--- src/rtl/kbd_regs_pkg.sv ---
// package: register map, field layout, reset values and memory map of the control bank
package kbd_regs_pkg;
  localparam logic [15:0] addr_port_a_data = 16'h0000;
  localparam logic [15:0] addr_port_b_data = 16'h0001;
  localparam logic [15:0] addr_port_a_direction = 16'h0002;
  localparam logic [15:0] addr_port_b_direction = 16'h0003;
  localparam logic [15:0] addr_timer_control_status = 16'h0004;
  localparam logic [15:0] addr_timer_count = 16'h0005;
  localparam logic [15:0] addr_interrupt_control_status = 16'h0006;
  localparam logic [15:0] addr_watchdog_clear = 16'h0007;
  localparam logic [15:0] addr_sleep_control = 16'h0008;
  localparam logic [15:0] addr_port_a_pullup_off = 16'h0009;
  localparam logic [15:0] addr_port_b_pullup_off = 16'h000a;
  localparam logic [15:0] addr_port_c_pullup_off = 16'h000b;
  localparam logic [15:0] addr_port_c_data = 16'h000c;
  localparam logic [15:0] addr_port_c_direction = 16'h000d;
  localparam logic [15:0] addr_port_d_direction_status = 16'h0011;
  localparam logic [15:0] addr_port_d_output = 16'h0012;
  localparam logic [15:0] addr_port_d_pullup_off = 16'h0013;
  localparam logic [15:0] addr_port_e_direction = 16'h0014;
  localparam logic [15:0] addr_port_e_data = 16'h0015;
  localparam logic [15:0] addr_port_e_resistor_off = 16'h0016;
  localparam logic [15:0] addr_port_f_direction = 16'h0017;
  localparam logic [15:0] addr_port_f_data = 16'h0018;
  localparam logic [15:0] addr_port_f_pullup_off = 16'h0019;
  localparam logic [15:0] addr_func_last = 16'h0019;
  // memory map
  localparam logic [15:0] ram_base = 16'h0060;
  localparam logic [15:0] ram_top = 16'h00ff;
  localparam logic [15:0] stack_top = 16'h00ff;
  localparam logic [15:0] test_rom_base = 16'h0400;
  localparam logic [15:0] test_rom_top = 16'h05ff;
  localparam logic [15:0] user_rom_base = 16'h0600;
  localparam logic [15:0] user_rom_top = 16'h1fff;
  localparam logic [15:0] vector_nmi = 16'h1ffa;
  localparam logic [15:0] vector_reset = 16'h1ffc;
  localparam logic [15:0] vector_irq = 16'h1ffe;
  localparam int ram_bytes = 160;
  localparam int user_rom_bytes = 6656;
  localparam int test_rom_bytes = 512;
  // timer control/status field positions
  localparam int tcs_overflow_flag = 7;
  localparam int tcs_rt_flag = 6;
  localparam int tcs_overflow_enable = 5;
  localparam int tcs_rt_enable = 4;
  localparam int tcs_overflow_clear = 3;
  localparam int tcs_rt_clear = 2;
  localparam int tcs_rate_high = 1;
  localparam int tcs_rate_low = 0;
  localparam logic [7:0] tcs_rw_mask = 8'h33;
  localparam logic [7:0] tcs_reset = 8'h03;
  localparam logic [7:0] zero_byte = 8'h00;
  localparam logic [7:0] irq_rw_mask = 8'h11;
  localparam logic [7:0] low_nibble = 8'h0f;
  localparam logic [7:0] port_d_out_mask = 8'h3f;
  localparam logic [7:0] wdt_mask = 8'h01;
  localparam logic [7:0] stop_mask = 8'h10;
  // clock source choice, fixed at build time
  typedef enum logic [1:0] {
    clk_crystal = 2'b00,
    clk_rc = 2'b01,
    clk_external = 2'b11
  } clock_source_type;
  // decoded region of a processor address
  typedef enum logic [2:0] {
    region_func = 3'b000,
    region_ram = 3'b001,
    region_test_rom = 3'b011,
    region_user_rom = 3'b010,
    region_vector = 3'b110,
    region_none = 3'b111
  } region_type;
  // processor bus request
  typedef struct packed {
    logic [15:0] addr;
    logic [7:0] wdata;
    logic wr;
    logic rd;
  } bus_req_type;
  // pad group of one 8-bit port
  typedef struct packed {
    logic [7:0] out;
    logic [7:0] oe;
    logic [7:0] pull_en;
  } pad_ctl_type;
endpackage : kbd_regs_pkg

--- src/rtl/addr_decoder.sv ---
// address decoder: classifies a processor address into memory regions
`timescale 1ns/1ps
module addr_decoder
  import kbd_regs_pkg::*;
(
  input wire logic [15:0] addr, // processor address
  output region_type region, // decoded region
  output logic [7:0] ram_index // offset inside ram
);
  // vectors sit inside user rom; they are flagged first so fetch logic can see them
  always_comb begin
    ram_index = 8'h00;
    if (addr <= addr_func_last) begin
      region = region_func;
    end else if (addr >= ram_base && addr <= ram_top) begin
      region = region_ram;
      ram_index = 8'(addr - ram_base);
    end else if (addr >= test_rom_base && addr <= test_rom_top) begin
      region = region_test_rom;
    end else if (addr >= vector_nmi && addr <= user_rom_top) begin
      region = region_vector;
    end else if (addr >= user_rom_base && addr <= user_rom_top) begin
      region = region_user_rom;
    end else begin
      region = region_none;
    end
  end
endmodule : addr_decoder

--- src/rtl/port_cell.sv ---
// one gpio port: data, direction and pull control with read-back mux
`timescale 1ns/1ps
module port_cell
  import kbd_regs_pkg::*;
#(
  parameter int width = 8, // pads in this port
  parameter bit open_drain = 1'b1 // build-time pad style
) (
  input wire logic clk_sys, // system clock
  input wire logic srst, // synchronous reset
  input wire logic data_we, // write data register
  input wire logic dir_we, // write direction register
  input wire logic pull_we, // write pull control register
  input wire logic [width-1:0] wdata, // write data
  input wire logic [width-1:0] pad_in, // pad levels
  output logic [width-1:0] rdata, // read-back value
  output logic [width-1:0] pad_out, // pad output value
  output logic [width-1:0] pad_oe, // pad output enable
  output logic [width-1:0] pull_en // pull resistor on
);
  logic [width-1:0] data_q;
  logic [width-1:0] dir_q;
  logic [width-1:0] pull_off_q;

  // data register
  always_ff @(posedge clk_sys) begin
    if (srst) data_q <= '0;
    else if (data_we) data_q <= wdata;
  end

  // direction register, write-only
  always_ff @(posedge clk_sys) begin
    if (srst) dir_q <= '0;
    else if (dir_we) dir_q <= wdata;
  end

  // pull control, write-only, one means off
  always_ff @(posedge clk_sys) begin
    if (srst) pull_off_q <= '0;
    else if (pull_we) pull_off_q <= wdata;
  end

  // outputs read stored data, inputs read the pad
  assign rdata = (dir_q & data_q) | (~dir_q & pad_in);
  // open-drain: zero pulls low, one releases the pad
  assign pad_out = open_drain ? '0 : data_q;
  assign pad_oe = open_drain ? (dir_q & ~data_q) : dir_q;
  // pulls only matter in input mode
  assign pull_en = ~pull_off_q & ~dir_q;

  chk_input_readback: assert property (@(posedge clk_sys) disable iff (srst)
    (dir_q == '0) |-> (rdata == pad_in)) else $error("input bits must read pad level");
  chk_open_drain_low: assert property (@(posedge clk_sys) disable iff (srst)
    (open_drain && dir_q[0] && !data_q[0]) |-> (pad_oe[0] && !pad_out[0]))
    else $error("open-drain zero must drive low");
endmodule : port_cell

--- src/rtl/kbd_ctrl_regs.sv ---
// control register bank and address map of the keyboard controller
// Summary of operation
// - reset clears every function register except both rate-select bits, set to one
// - direction bit zero is input, one output; direction registers write-only
// - pull-up control zero enables, one disables; write-only
// - ram of 160 bytes at 0x60-0xff, stack grows down from 0xff
// - user rom 0x0600-0x1fff, test rom 0x0400-0x05ff
// - vectors at 0x1ffa-0x1fff: nmi, reset, irq; nmi source absent
// - timer control: flags ro, enables rw, clears wo, rate selects rw
// - timer count readable at 0x05, passed through live from timer_value, not reset by the bank
// - port d register: status bits 7-4 read, direction bits 3-0 write
// - port e resistor control four bits write-only, zero enables
// - mask options are build-time parameters, not software visible
// - exactly one clock source chosen at build time from three
// - data read returns stored bit for outputs, pad level for inputs
// - open-drain output: zero drives low, one releases pad
`timescale 1ns/1ps
module kbd_ctrl_regs
  import kbd_regs_pkg::*;
#(
  parameter clock_source_type clock_source = clk_crystal, // build-time oscillator choice
  parameter bit port_b_high_open_drain = 1'b1, // build-time style of port b 7:4
  parameter int ram_depth = ram_bytes // ram size in bytes
) (
  input wire logic clk_sys, // system clock
  input wire logic srst, // synchronous reset
  input bus_req_type bus_req, // processor request
  output logic [7:0] rdata, // read data, registered
  output region_type region, // decoded region of current address
  output logic rom_select, // rom or vector region addressed
  output logic vector_fetch, // vector region addressed
  input wire logic [7:0] timer_value, // live timer count
  input wire logic timer_overflow_event, // timer overflow pulse
  input wire logic timer_rt_event, // real-time tick pulse
  input wire logic [3:0] port_d_status, // status bits for port d read
  input wire logic [3:0] irq_flags, // interrupt flags from irq logic
  output logic [7:0] timer_ctl, // timer control/status image
  output logic [7:0] irq_ctl, // interrupt enables
  output logic watchdog_clear_pulse, // watchdog clear strobe
  output logic stop_request, // stop request strobe
  output logic [1:0] clock_source_sel, // fixed oscillator selection
  input wire logic [7:0] pa_in, // port a pads
  input wire logic [7:0] pb_in, // port b pads
  input wire logic [7:0] pc_in, // port c pads
  input wire logic [7:0] pe_in, // port e pads (low four used)
  input wire logic [7:0] pf_in, // port f pads
  output pad_ctl_type pa_pad, // port a pad controls
  output pad_ctl_type pb_pad, // port b pad controls
  output pad_ctl_type pc_pad, // port c pad controls
  output pad_ctl_type pe_pad, // port e pad controls
  output pad_ctl_type pf_pad, // port f pad controls
  output logic [3:0] pd_out, // port d output data
  output logic [3:0] pd_oe, // port d output enable
  output logic [3:0] pd_pull_en, // port d pull enable
  output logic [1:0] status_select // status select field of port d output
);
  logic [7:0] ram [ram_depth];
  logic [7:0] ram_index;
  logic [7:0] next_rdata;
  logic [7:0] tcs;
  logic [7:0] irq_en;
  logic [5:0] pd_reg;
  logic [3:0] pd_dir;
  logic [3:0] pd_pull_off;
  logic [7:0] pb_pull_raw, pb_od_mask;
  logic wr_func;
  logic [7:0] pa_rd, pb_rd, pc_rd, pe_rd, pf_rd;
  logic [7:0] pb_oe_raw, pb_out_raw;

  addr_decoder u_dec (
    .addr(bus_req.addr),
    .region(region),
    .ram_index(ram_index)
  );

  assign rom_select = (region == region_user_rom) || (region == region_vector)
    || (region == region_test_rom);
  assign vector_fetch = (region == region_vector);
  assign wr_func = bus_req.wr && (region == region_func);
  // oscillator choice is frozen at build time, software cannot reach it
  assign clock_source_sel = clock_source;

  port_cell #(.width(8), .open_drain(1'b1)) u_pa (
    .clk_sys(clk_sys), .srst(srst),
    .data_we(wr_func && bus_req.addr == addr_port_a_data),
    .dir_we(wr_func && bus_req.addr == addr_port_a_direction),
    .pull_we(wr_func && bus_req.addr == addr_port_a_pullup_off),
    .wdata(bus_req.wdata), .pad_in(pa_in), .rdata(pa_rd),
    .pad_out(pa_pad.out), .pad_oe(pa_pad.oe), .pull_en(pa_pad.pull_en)
  );
  // port b cell runs push-pull; the masking below makes 3:0, and 7:4 by option, open drain
  port_cell #(.width(8), .open_drain(1'b0)) u_pb (
    .clk_sys(clk_sys), .srst(srst),
    .data_we(wr_func && bus_req.addr == addr_port_b_data),
    .dir_we(wr_func && bus_req.addr == addr_port_b_direction),
    .pull_we(wr_func && bus_req.addr == addr_port_b_pullup_off),
    .wdata(bus_req.wdata), .pad_in(pb_in), .rdata(pb_rd),
    .pad_out(pb_out_raw), .pad_oe(pb_oe_raw), .pull_en(pb_pull_raw)
  );
  port_cell #(.width(8), .open_drain(1'b1)) u_pc (
    .clk_sys(clk_sys), .srst(srst),
    .data_we(wr_func && bus_req.addr == addr_port_c_data),
    .dir_we(wr_func && bus_req.addr == addr_port_c_direction),
    .pull_we(wr_func && bus_req.addr == addr_port_c_pullup_off),
    .wdata(bus_req.wdata), .pad_in(pc_in), .rdata(pc_rd),
    .pad_out(pc_pad.out), .pad_oe(pc_pad.oe), .pull_en(pc_pad.pull_en)
  );
  port_cell #(.width(8), .open_drain(1'b1)) u_pe (
    .clk_sys(clk_sys), .srst(srst),
    .data_we(wr_func && bus_req.addr == addr_port_e_data),
    .dir_we(wr_func && bus_req.addr == addr_port_e_direction),
    .pull_we(wr_func && bus_req.addr == addr_port_e_resistor_off),
    .wdata(bus_req.wdata & low_nibble), .pad_in(pe_in & low_nibble), .rdata(pe_rd),
    .pad_out(pe_pad.out), .pad_oe(pe_pad.oe), .pull_en(pe_pad.pull_en)
  );
  port_cell #(.width(8), .open_drain(1'b1)) u_pf (
    .clk_sys(clk_sys), .srst(srst),
    .data_we(wr_func && bus_req.addr == addr_port_f_data),
    .dir_we(wr_func && bus_req.addr == addr_port_f_direction),
    .pull_we(wr_func && bus_req.addr == addr_port_f_pullup_off),
    .wdata(bus_req.wdata), .pad_in(pf_in), .rdata(pf_rd),
    .pad_out(pf_pad.out), .pad_oe(pf_pad.oe), .pull_en(pf_pad.pull_en)
  );

  // open-drain bits only pull low; totem-pole bits of 7:4 also drive a one high
  assign pb_od_mask = port_b_high_open_drain ? '1 : low_nibble;
  // one process owns the whole pad struct so it has a single driver
  always_comb begin
    pb_pad.out = pb_out_raw & ~pb_od_mask;
    pb_pad.oe = pb_oe_raw & ~(pb_od_mask & pb_out_raw);
    pb_pad.pull_en = pb_pull_raw;
  end

  // timer control: flags set by hardware, cleared by writing one to the clear bits
  // a set arriving with its clear wins so no overflow is lost
  always_ff @(posedge clk_sys) begin
    if (srst) begin
      tcs <= tcs_reset;
    end else begin
      if (wr_func && bus_req.addr == addr_timer_control_status) begin
        tcs <= (tcs & ~tcs_rw_mask) | (bus_req.wdata & tcs_rw_mask);
        if (bus_req.wdata[tcs_overflow_clear]) tcs[tcs_overflow_flag] <= 1'b0;
        if (bus_req.wdata[tcs_rt_clear]) tcs[tcs_rt_flag] <= 1'b0;
      end
      if (timer_overflow_event) tcs[tcs_overflow_flag] <= 1'b1;
      if (timer_rt_event) tcs[tcs_rt_flag] <= 1'b1;
      tcs[tcs_overflow_clear] <= 1'b0;
      tcs[tcs_rt_clear] <= 1'b0;
    end
  end
  assign timer_ctl = tcs;

  // interrupt enables
  always_ff @(posedge clk_sys) begin
    if (srst) irq_en <= zero_byte;
    else if (wr_func && bus_req.addr == addr_interrupt_control_status)
      irq_en <= bus_req.wdata & irq_rw_mask;
  end
  assign irq_ctl = irq_en;

  // watchdog clear and stop are strobes; nothing is stored
  always_ff @(posedge clk_sys) begin
    if (srst) begin
      watchdog_clear_pulse <= 1'b0;
      stop_request <= 1'b0;
    end else begin
      watchdog_clear_pulse <= wr_func && bus_req.addr == addr_watchdog_clear
        && |(bus_req.wdata & wdt_mask);
      stop_request <= wr_func && bus_req.addr == addr_sleep_control
        && |(bus_req.wdata & stop_mask);
    end
  end

  // port d: direction write-only in low nibble, output data plus status select
  always_ff @(posedge clk_sys) begin
    if (srst) begin
      pd_dir <= 4'h0;
      pd_reg <= 6'h00;
      pd_pull_off <= 4'h0;
    end else begin
      if (wr_func && bus_req.addr == addr_port_d_direction_status)
        pd_dir <= bus_req.wdata[3:0];
      if (wr_func && bus_req.addr == addr_port_d_output)
        pd_reg <= bus_req.wdata[5:0];
      if (wr_func && bus_req.addr == addr_port_d_pullup_off)
        pd_pull_off <= bus_req.wdata[3:0];
    end
  end
  // led outputs drive both levels
  assign pd_out = pd_reg[3:0];
  assign pd_oe = pd_dir;
  assign pd_pull_en = ~pd_pull_off & ~pd_dir;
  assign status_select = pd_reg[5:4];

  // ram, stack lives at its top and grows downward under processor control
  always_ff @(posedge clk_sys) begin
    if (bus_req.wr && region == region_ram) ram[ram_index] <= bus_req.wdata;
  end

  // read mux; write-only and reserved bits read zero
  always_comb begin
    next_rdata = zero_byte;
    if (region == region_ram) begin
      next_rdata = ram[ram_index];
    end else if (region == region_func) begin
      case (bus_req.addr)
        addr_port_a_data: next_rdata = pa_rd;
        addr_port_b_data: next_rdata = pb_rd;
        addr_timer_control_status: next_rdata = tcs & ~(8'h0c);
        addr_timer_count: next_rdata = timer_value;
        addr_interrupt_control_status: next_rdata = {3'h0, irq_en[4], irq_flags[3:2],
          irq_flags[1], irq_en[0]} & 8'h3b;
        addr_port_c_data: next_rdata = pc_rd;
        addr_port_d_direction_status: next_rdata = {port_d_status, 4'h0};
        addr_port_d_output: next_rdata = {4'h0, pd_reg[3:0]};
        addr_port_e_data: next_rdata = pe_rd & low_nibble;
        addr_port_f_data: next_rdata = pf_rd;
        default: next_rdata = zero_byte;
      endcase
    end
  end

  // read data is registered, valid the cycle after the read
  always_ff @(posedge clk_sys) begin
    if (srst) rdata <= zero_byte;
    else if (bus_req.rd) rdata <= next_rdata;
    else rdata <= zero_byte;
  end

  chk_rate_reset: assert property (@(posedge clk_sys)
    $past(srst) |-> (tcs == tcs_reset)) else $error("timer control reset value wrong");
  chk_flag_set_wins: assert property (@(posedge clk_sys) disable iff (srst)
    timer_overflow_event |=> tcs[tcs_overflow_flag]) else $error("overflow flag lost");
  chk_clear_bits_zero: assert property (@(posedge clk_sys) disable iff (srst)
    ##1 (tcs[tcs_overflow_clear] == 1'b0 && tcs[tcs_rt_clear] == 1'b0))
    else $error("clear bits must not stay set");
  chk_count_read: assert property (@(posedge clk_sys) disable iff (srst)
    (bus_req.rd && bus_req.addr == addr_timer_count) |=> (rdata == $past(timer_value)))
    else $error("timer count read wrong");
  chk_pd_status_read: assert property (@(posedge clk_sys) disable iff (srst)
    (bus_req.rd && bus_req.addr == addr_port_d_direction_status)
    |=> (rdata == {$past(port_d_status), 4'h0})) else $error("port d status read wrong");
  chk_dir_wo_read: assert property (@(posedge clk_sys) disable iff (srst)
    (bus_req.rd && (bus_req.addr == addr_port_a_direction
    || bus_req.addr == addr_port_e_resistor_off)) |=> (rdata == zero_byte))
    else $error("write-only register read nonzero");
  chk_unmapped_zero: assert property (@(posedge clk_sys) disable iff (srst)
    (bus_req.rd && bus_req.addr == 16'h000e) |=> (rdata == zero_byte))
    else $error("unassigned address read nonzero");
  chk_vector_region: assert property (@(posedge clk_sys) disable iff (srst)
    (bus_req.addr >= vector_nmi && bus_req.addr <= user_rom_top) |-> (vector_fetch && rom_select))
    else $error("vector region not decoded");
  chk_ram_region: assert property (@(posedge clk_sys) disable iff (srst)
    (bus_req.addr >= ram_base && bus_req.addr <= stack_top) |-> (region == region_ram))
    else $error("ram region not decoded");
endmodule : kbd_ctrl_regs

--- config.mk ---
export PLATFORM = sky130hd
export DESIGN_NAME = kbd_ctrl_regs
export DESIGN_NICKNAME = d
export VERILOG_FILES = /design/src/rtl/kbd_regs_pkg.sv /design/src/rtl/addr_decoder.sv /design/src/rtl/port_cell.sv /design/src/rtl/kbd_ctrl_regs.sv
export SDC_FILE = /design/constraint.sdc
export NUM_CORES = 2
export LEC_CHECK = 0
export BUFFER_PORTS_ARGS = -buffer_cell sky130_fd_sc_hd__buf_2
export CAP_MARGIN = 20
export CORE_MARGIN = 5
export CORE_UTILIZATION = 56
export DETAILED_ROUTE_END_ITERATION = 10
export PLACE_DENSITY = 0.71
export SYNTH_ARGS = -nofsm -noshare
export SYNTH_HDL_FRONTEND = slang
export SYNTH_SLANG_ARGS = --single-unit
export TNS_END_PERCENT = 50
--- constraint.sdc ---
create_clock -name clk_sys -period 5.1 [get_ports clk_sys]
set_input_delay 1.02 -clock clk_sys [delete_from_list [all_inputs] [get_ports clk_sys]]
set_output_delay 1.02 -clock clk_sys [all_outputs]
set_load 0.01 [all_outputs]
Word level (Yosys, flattened, before mapping)
Memories as Yosys holds them, arrays and structs flattened.
Index checks and enable logic that the tools add are counted.
Word-level totals
  register bits: 142
  bits in writable memories: 1280
  output and inout bits: 167
  word-level logic and storage cells: 161
  memories kept: 1
Cells by class
  $add $sub $neg: 1
  magnitude comparators: 8
  equality and inequality tests: 26
  multiplexer cells: 17
  bitwise logic cells: 45
  reduce and logical (&&, ||, !) cells: 37
Memories
  ram: words 160, bits a word 8, rd ports 1, clocked after Yosys merged registers in 0, wr ports 1, line kbd_ctrl_regs.sv:57  | logic [7:0] ram [ram_depth];
Operators by type and width (count)
  equality test 16 x 5 -> 1 bit (second input constant): 9
  bitwise AND 8 bit: 17
  equality test 16 x 4 -> 1 bit (second input constant): 6
  inverter 8 bit: 12
  case mux 8 bit (10 select lines): 1
  equality test 16 x 3 -> 1 bit (second input constant): 4
  2-to-1 mux 8 bit: 5
  equality test 16 x 2 -> 1 bit (second input constant): 2
  >= comparator 16 x 11 -> 1 bit (second input constant): 2
  OR 8 bit: 4
  logical AND 1 bit: 30
  inverter 4 -> 8 bit: 3
  equality test 16 x 1 -> 1 bit (second input constant): 1
  >= comparator 16 x 13 -> 1 bit (second input constant): 1
  >= comparator 16 x 7 -> 1 bit (second input constant): 1
  less-or-equal comparator 16 x 11 -> 1 bit (second input constant): 1
  less-or-equal comparator 16 x 13 -> 1 bit (second input constant): 1
  less-or-equal comparator 16 x 5 -> 1 bit (second input constant): 1
  less-or-equal comparator 16 x 8 -> 1 bit (second input constant): 1
  zero test 16 bit: 1
  2-to-1 mux 3 bit: 5
  bitwise AND 4 bit: 3
  bitwise AND 4 x 8 -> 8 bit: 1
  inverter 4 bit: 2
  other kinds (12): 20

Depth between registers and ports, before layout
  depth in word-level cells: 12
  mapped depth: 14

By module
Synthesis repeated with hierarchy kept, for this count alone.
Unflattened totals
  cells, all modules: 3218
  area, all modules: 57820.5 um^2
Modules (own cells, without submodules)
  kbd_ctrl_regs: times used 1, cells each 2649, area each 52222.6 um^2
  port_cell (u_pa ...): times used 4, cells each 110, area each 1093.5 um^2
  port_cell (u_pb): times used 1, cells each 93, area each 979.7 um^2
  addr_decoder: times used 1, cells each 36, area each 244.0 um^2

Worst setup path after synthesis
Ideal clock, no wire load.
  path type: input to register
  from: in bus_req[23] in the netlist's numbering
  to: mem ram[155][0] (enable)
  library setup time: 383 ps
  data arrival time: 4047 ps
  path slack: 670 ps
  cell stages on the path: 11
  buffers on the path: 4
  cell sequence: or3_1 > buf_2 > o41a_4 > nor2_2 > buf_2 > nand2_1 > nor2_1 > clkbuf_1 > nand3_1 > clkbuf_1 > nor3_1
On the way
  longest elaborated chain between the ends: 11
Ends and longest elaborated chain
  start: declaration: line kbd_ctrl_regs.sv:27  | input bus_req_type bus_req,
  >= comparator 16 x 11 -> 1 bit / less-or-equal comparator 16 x 13 -> 1 bit (equally long branches): line addr_decoder.sv:22, addr_decoder.sv:20
  logical AND 1 bit: line addr_decoder.sv:22  | end else if (addr >= user_rom_base && addr <= user_rom_top) begin
  2-to-1 mux 3 bit: line addr_decoder.sv:22
  2-to-1 mux 3 bit: line addr_decoder.sv:20  | end else if (addr >= vector_nmi && addr <= user_rom_top) begin
  2-to-1 mux 3 bit: line addr_decoder.sv:18  | end else if (addr >= test_rom_base && addr <= test_rom_top) begin
  2-to-1 mux 3 bit: line addr_decoder.sv:15  | end else if (addr >= ram_base && addr <= ram_top) begin
  2-to-1 mux 3 bit: line addr_decoder.sv:13  | if (addr <= addr_func_last) begin
  equality test 3 x 1 -> 1 bit: line kbd_ctrl_regs.sv:197  | if (bus_req.wr && region == region_ram) ram[ram_index] <= bus_req.wdata;
  logical AND 1 bit: line kbd_ctrl_regs.sv:197
  2-to-1 mux 1 bit: line kbd_ctrl_regs.sv:197
  2-to-1 mux 1 bit (not written as such): line kbd_ctrl_regs.sv:197
  end: declaration: line kbd_ctrl_regs.sv:57
Parallel ways exist; a longest one is shown, timed or not.

Final worst setup path
  from: in bus_req[23] in the netlist's numbering
  to: reg rdata[4]
On the way
  longest elaborated chain between the ends: 10
Ends and longest elaborated chain
  branches (longest 9 deep; another with >= comparator 16 x 7 -> 1 bit)
  2-to-1 mux 8 bit *: line kbd_ctrl_regs.sv:203  | if (region == region_ram) begin
  end signal: assignment: line kbd_ctrl_regs.sv:225  | if (srst) rdata <= zero_byte;
  end signal: assignment: line kbd_ctrl_regs.sv:226  | else if (bus_req.rd) rdata <= next_rdata;
  end signal: assignment: line kbd_ctrl_regs.sv:227  | else rdata <= zero_byte;
  end: declaration: line kbd_ctrl_regs.sv:28  | output logic [7:0] rdata,
Every way passes the cells marked *.
A chain may end at the register's enable or synchronous reset.

==> impl_results.md <==
* CTS tree: done
* Cell Area, Synth at 55300 sq um
* #FFs+latches synth at 1420
* First-pass GRT wire length at 233000 um
* Most used flip-flop cell after synthesis: edfxtp_1
* Placed cell areas at 59700 sq um
* F_max at 234 MHz
* IO buf count at 188
* Largest area contributor in the netlist: edfxtp_1
* Share of cells above drive strength 1 at 18.9%
* Initial antenna violation count at 9
* Routed WL at 163000 um
* Top cell type's share of synthesized area at 69.5%
* 1st-pass router iterations at 8
* Die width at 324 um
* Drt drc at 0
* NumNets Final at 4164
* Clk pwr share at 42.8%
* CP max FO at 28
* Post-Layout Inst Area at 64100 sq um
* Worst R2R Start: u_pc.dir_q[7]$_SDFFE_PP0P_
* ANT nets after route at 0
* Post-synth top cells: edfxtp_1, nor2_1, a221oi_1
* H-tree levels at 4
* Area growth syn-to-layout at 15.9%
* Synth area leaders: edfxtp_1, dfxtp_1, a221oi_1
* Initial core utilization at 56.3%
* Leakage power at 21.6 nW
* Required @ worst endpoint at 5.78 ns
* Total number of vias at 36497
* Internal at 18.4 mW
* Critical path startpoint: bus_req[23]
* Endpoints failing setup at 0
* HPWL Detailed at 104000 um
* Vias in the first global route at 34526
* Netlist cell types at 74
* Post-CTS setup buffer count at 0
* Combinational share of power at 2.3%
* Sequential fraction of design power at 54.9%
* GRT Total Usage at 30.3%
* Clock sinks at 1420
* Slew @ Worst Pin at 1.26 ns
* Grt ovf at 0
* Setup TNS at 0 ns
* Number of synthesized flops with an enable pin at 1280
* Post-CTS resize count at 0
* Fin. Hold Viols at 0
* Clk_lat worst skew at 0.75 ns
* Yosys Warn Count at 0
* Hold Buf Count CTS at 0
* GP Congestion at 0.938
* Most flops, register: ram
* CTS Buffer Depth at 3
* Crit Path Class: in -> reg
* Die Span Y at 324 um
* Vias per cell at 6.66
* Switching part of the total at 20.1%
* Slew Limit Fails at 0
* FP Rows at 115
* Synth async-reset ratio at 0%
* Ports at 253
* Max reg flops at 1280
* Element type at the critical path end: flop
* Final Critical Period at 4.26 ns
* Largest net degree at the start of global routing at 125
* Tcrit/Tclk final at 83.6%
* Post-synthesis cell count at 3641
* Mean Syn Cell Area at 15.2 sq um
* Number of buffers created by CTS at 139
* RSZ-0062 raised after global routing: no
* Seq/Total Area, Yosys at 74.6%
* PD cells at 360 nW/um^2
* Most frequent cell after synthesis: edfxtp_1
* Clock Root Buffer: clkbuf_16
* WP data arrival at 4.94 ns
* Worst hold start: u_pb.pad_out[6]$_SDFFE_PP0P_
* Total die area at 105000 sq um
* Worst VDD drop at 0.000265 V
* Max-slew headroom at 16.1%
* Crit path launch type: input pin
* Outcome: completed
* Worst Hold Class: reg -> reg
* Setup Skew at 0.0349 ns
* Switching power at 4.64 mW
* Max-capacitance violation count at 0
* 1st-iter DRT viols at 5591
* Core Footprint at 98100 sq um
* Routed wire per std cell at 29.7 um
* Clk slew on worst S/H paths at 0.06 ns
layer usage:
layer  share of wire [%]  global-route usage [%]  routed length (um)
met1                  37                    41.8               60700
met2                  45                    46.4               73800
met3                  12                    7.50               20000
met4                 4.9                    14.0                7980
met5               0.014                       0                  23
final cells by class:
type / count / area, sq um
flip-flops and latches: 1420 / 41200
diodes: 8 / 20.0
inverters: 9 / 33.8
multi-input cells: 1962 / 12800
well taps: 1287 / 1610
clock buffers: 183 / 3810
fillers: 6721 / 34000
repair buffers: 544 / 3990
clock inverters: 66 / 554
worst max-delay path: stages:
cell	delay (ns)
buf_2	0.10
or3_1	0.50
o41a_4	0.69
nor3_4	0.43
buf_12	0.31
buf_4	0.21
a22oi_1	0.09
a21oi_1	0.25
nor3_1	0.14
o311ai_0	0.90
or4_1	0.25
power by group through the flow:
stage                     sequential, mW  combinational (mW)  clock (mW)
after floorplan                     12.9               0.204           0
after global placement              12.9               0.500           0
after detailed placement            12.9               0.509           0
after CTS                           12.7               0.510        9.97
after global routing                12.7               0.547        10.5
final                               12.7               0.524        9.88
cells by family after synthesis:
family          Yosys count  synth area share [%]
other cells               2                0.0136
buf+inv                 315                  2.72
simple gates            710                  5.72
mux                     172                  3.27
flops                  1420                  74.6
compound gates         1018                  13.6
xor+xnor                  2                0.0317
fa+ha+maj                 2                0.0453
final timing paths:
| check | to | slack [ns] | depth (start not counted) |
|---|---|---|---|
| max reg2reg | rdata[7]$_SDFF_PP0_ | 2.08 | 9 |
| max | rdata[4]$_SDFF_PP0_ | 0.84 | 11 |
| min reg2reg | u_pb.pad_out[6]$_SDFFE_PP0P_ | 0.48 | 2 |
| min | u_pb.pad_out[6]$_SDFFE_PP0P_ | 0.48 | 2 |
placed cells by master (no fill, tap or decap), types with 17 or more instances in the layout:
cell type	instances
a221oi_1	216
clkbuf_1	33
o22ai_1	121
a22oi_1	106
nand2_1	132
a22o_1	212
conb_1	58
o21ai_0	108
nor3_1	55
edfxtp_1	1280
a31oi_1	17
nand3_1	52
a21oi_1	147
mux2i_1	140
buf_2	177
dfxtp_1	140
clkbuf_16	144
buf_4	334
buf_12	26
nor2_1	344
nor2b_1	48
mux2_2	28
clkinv_1	29
clkinv_2	17
stage by stage:
step	util (%)	power [mW]	hold WS, ns	setup slack (ns)	cells
after CTS	65.3	23.1	0.462	0.982	5471
final	65.3	23.1	0.484	0.835	5479
after detailed placement	60.8	13.4	0.474	0.235	5222
after global routing	65.3	23.7	0.504	0.757	5473
after global placement	60.8	13.4	0.466	0.318	5222
after floorplan	-	13.1	0.449	0.670	3697
(Power assumes the default switching activity.)
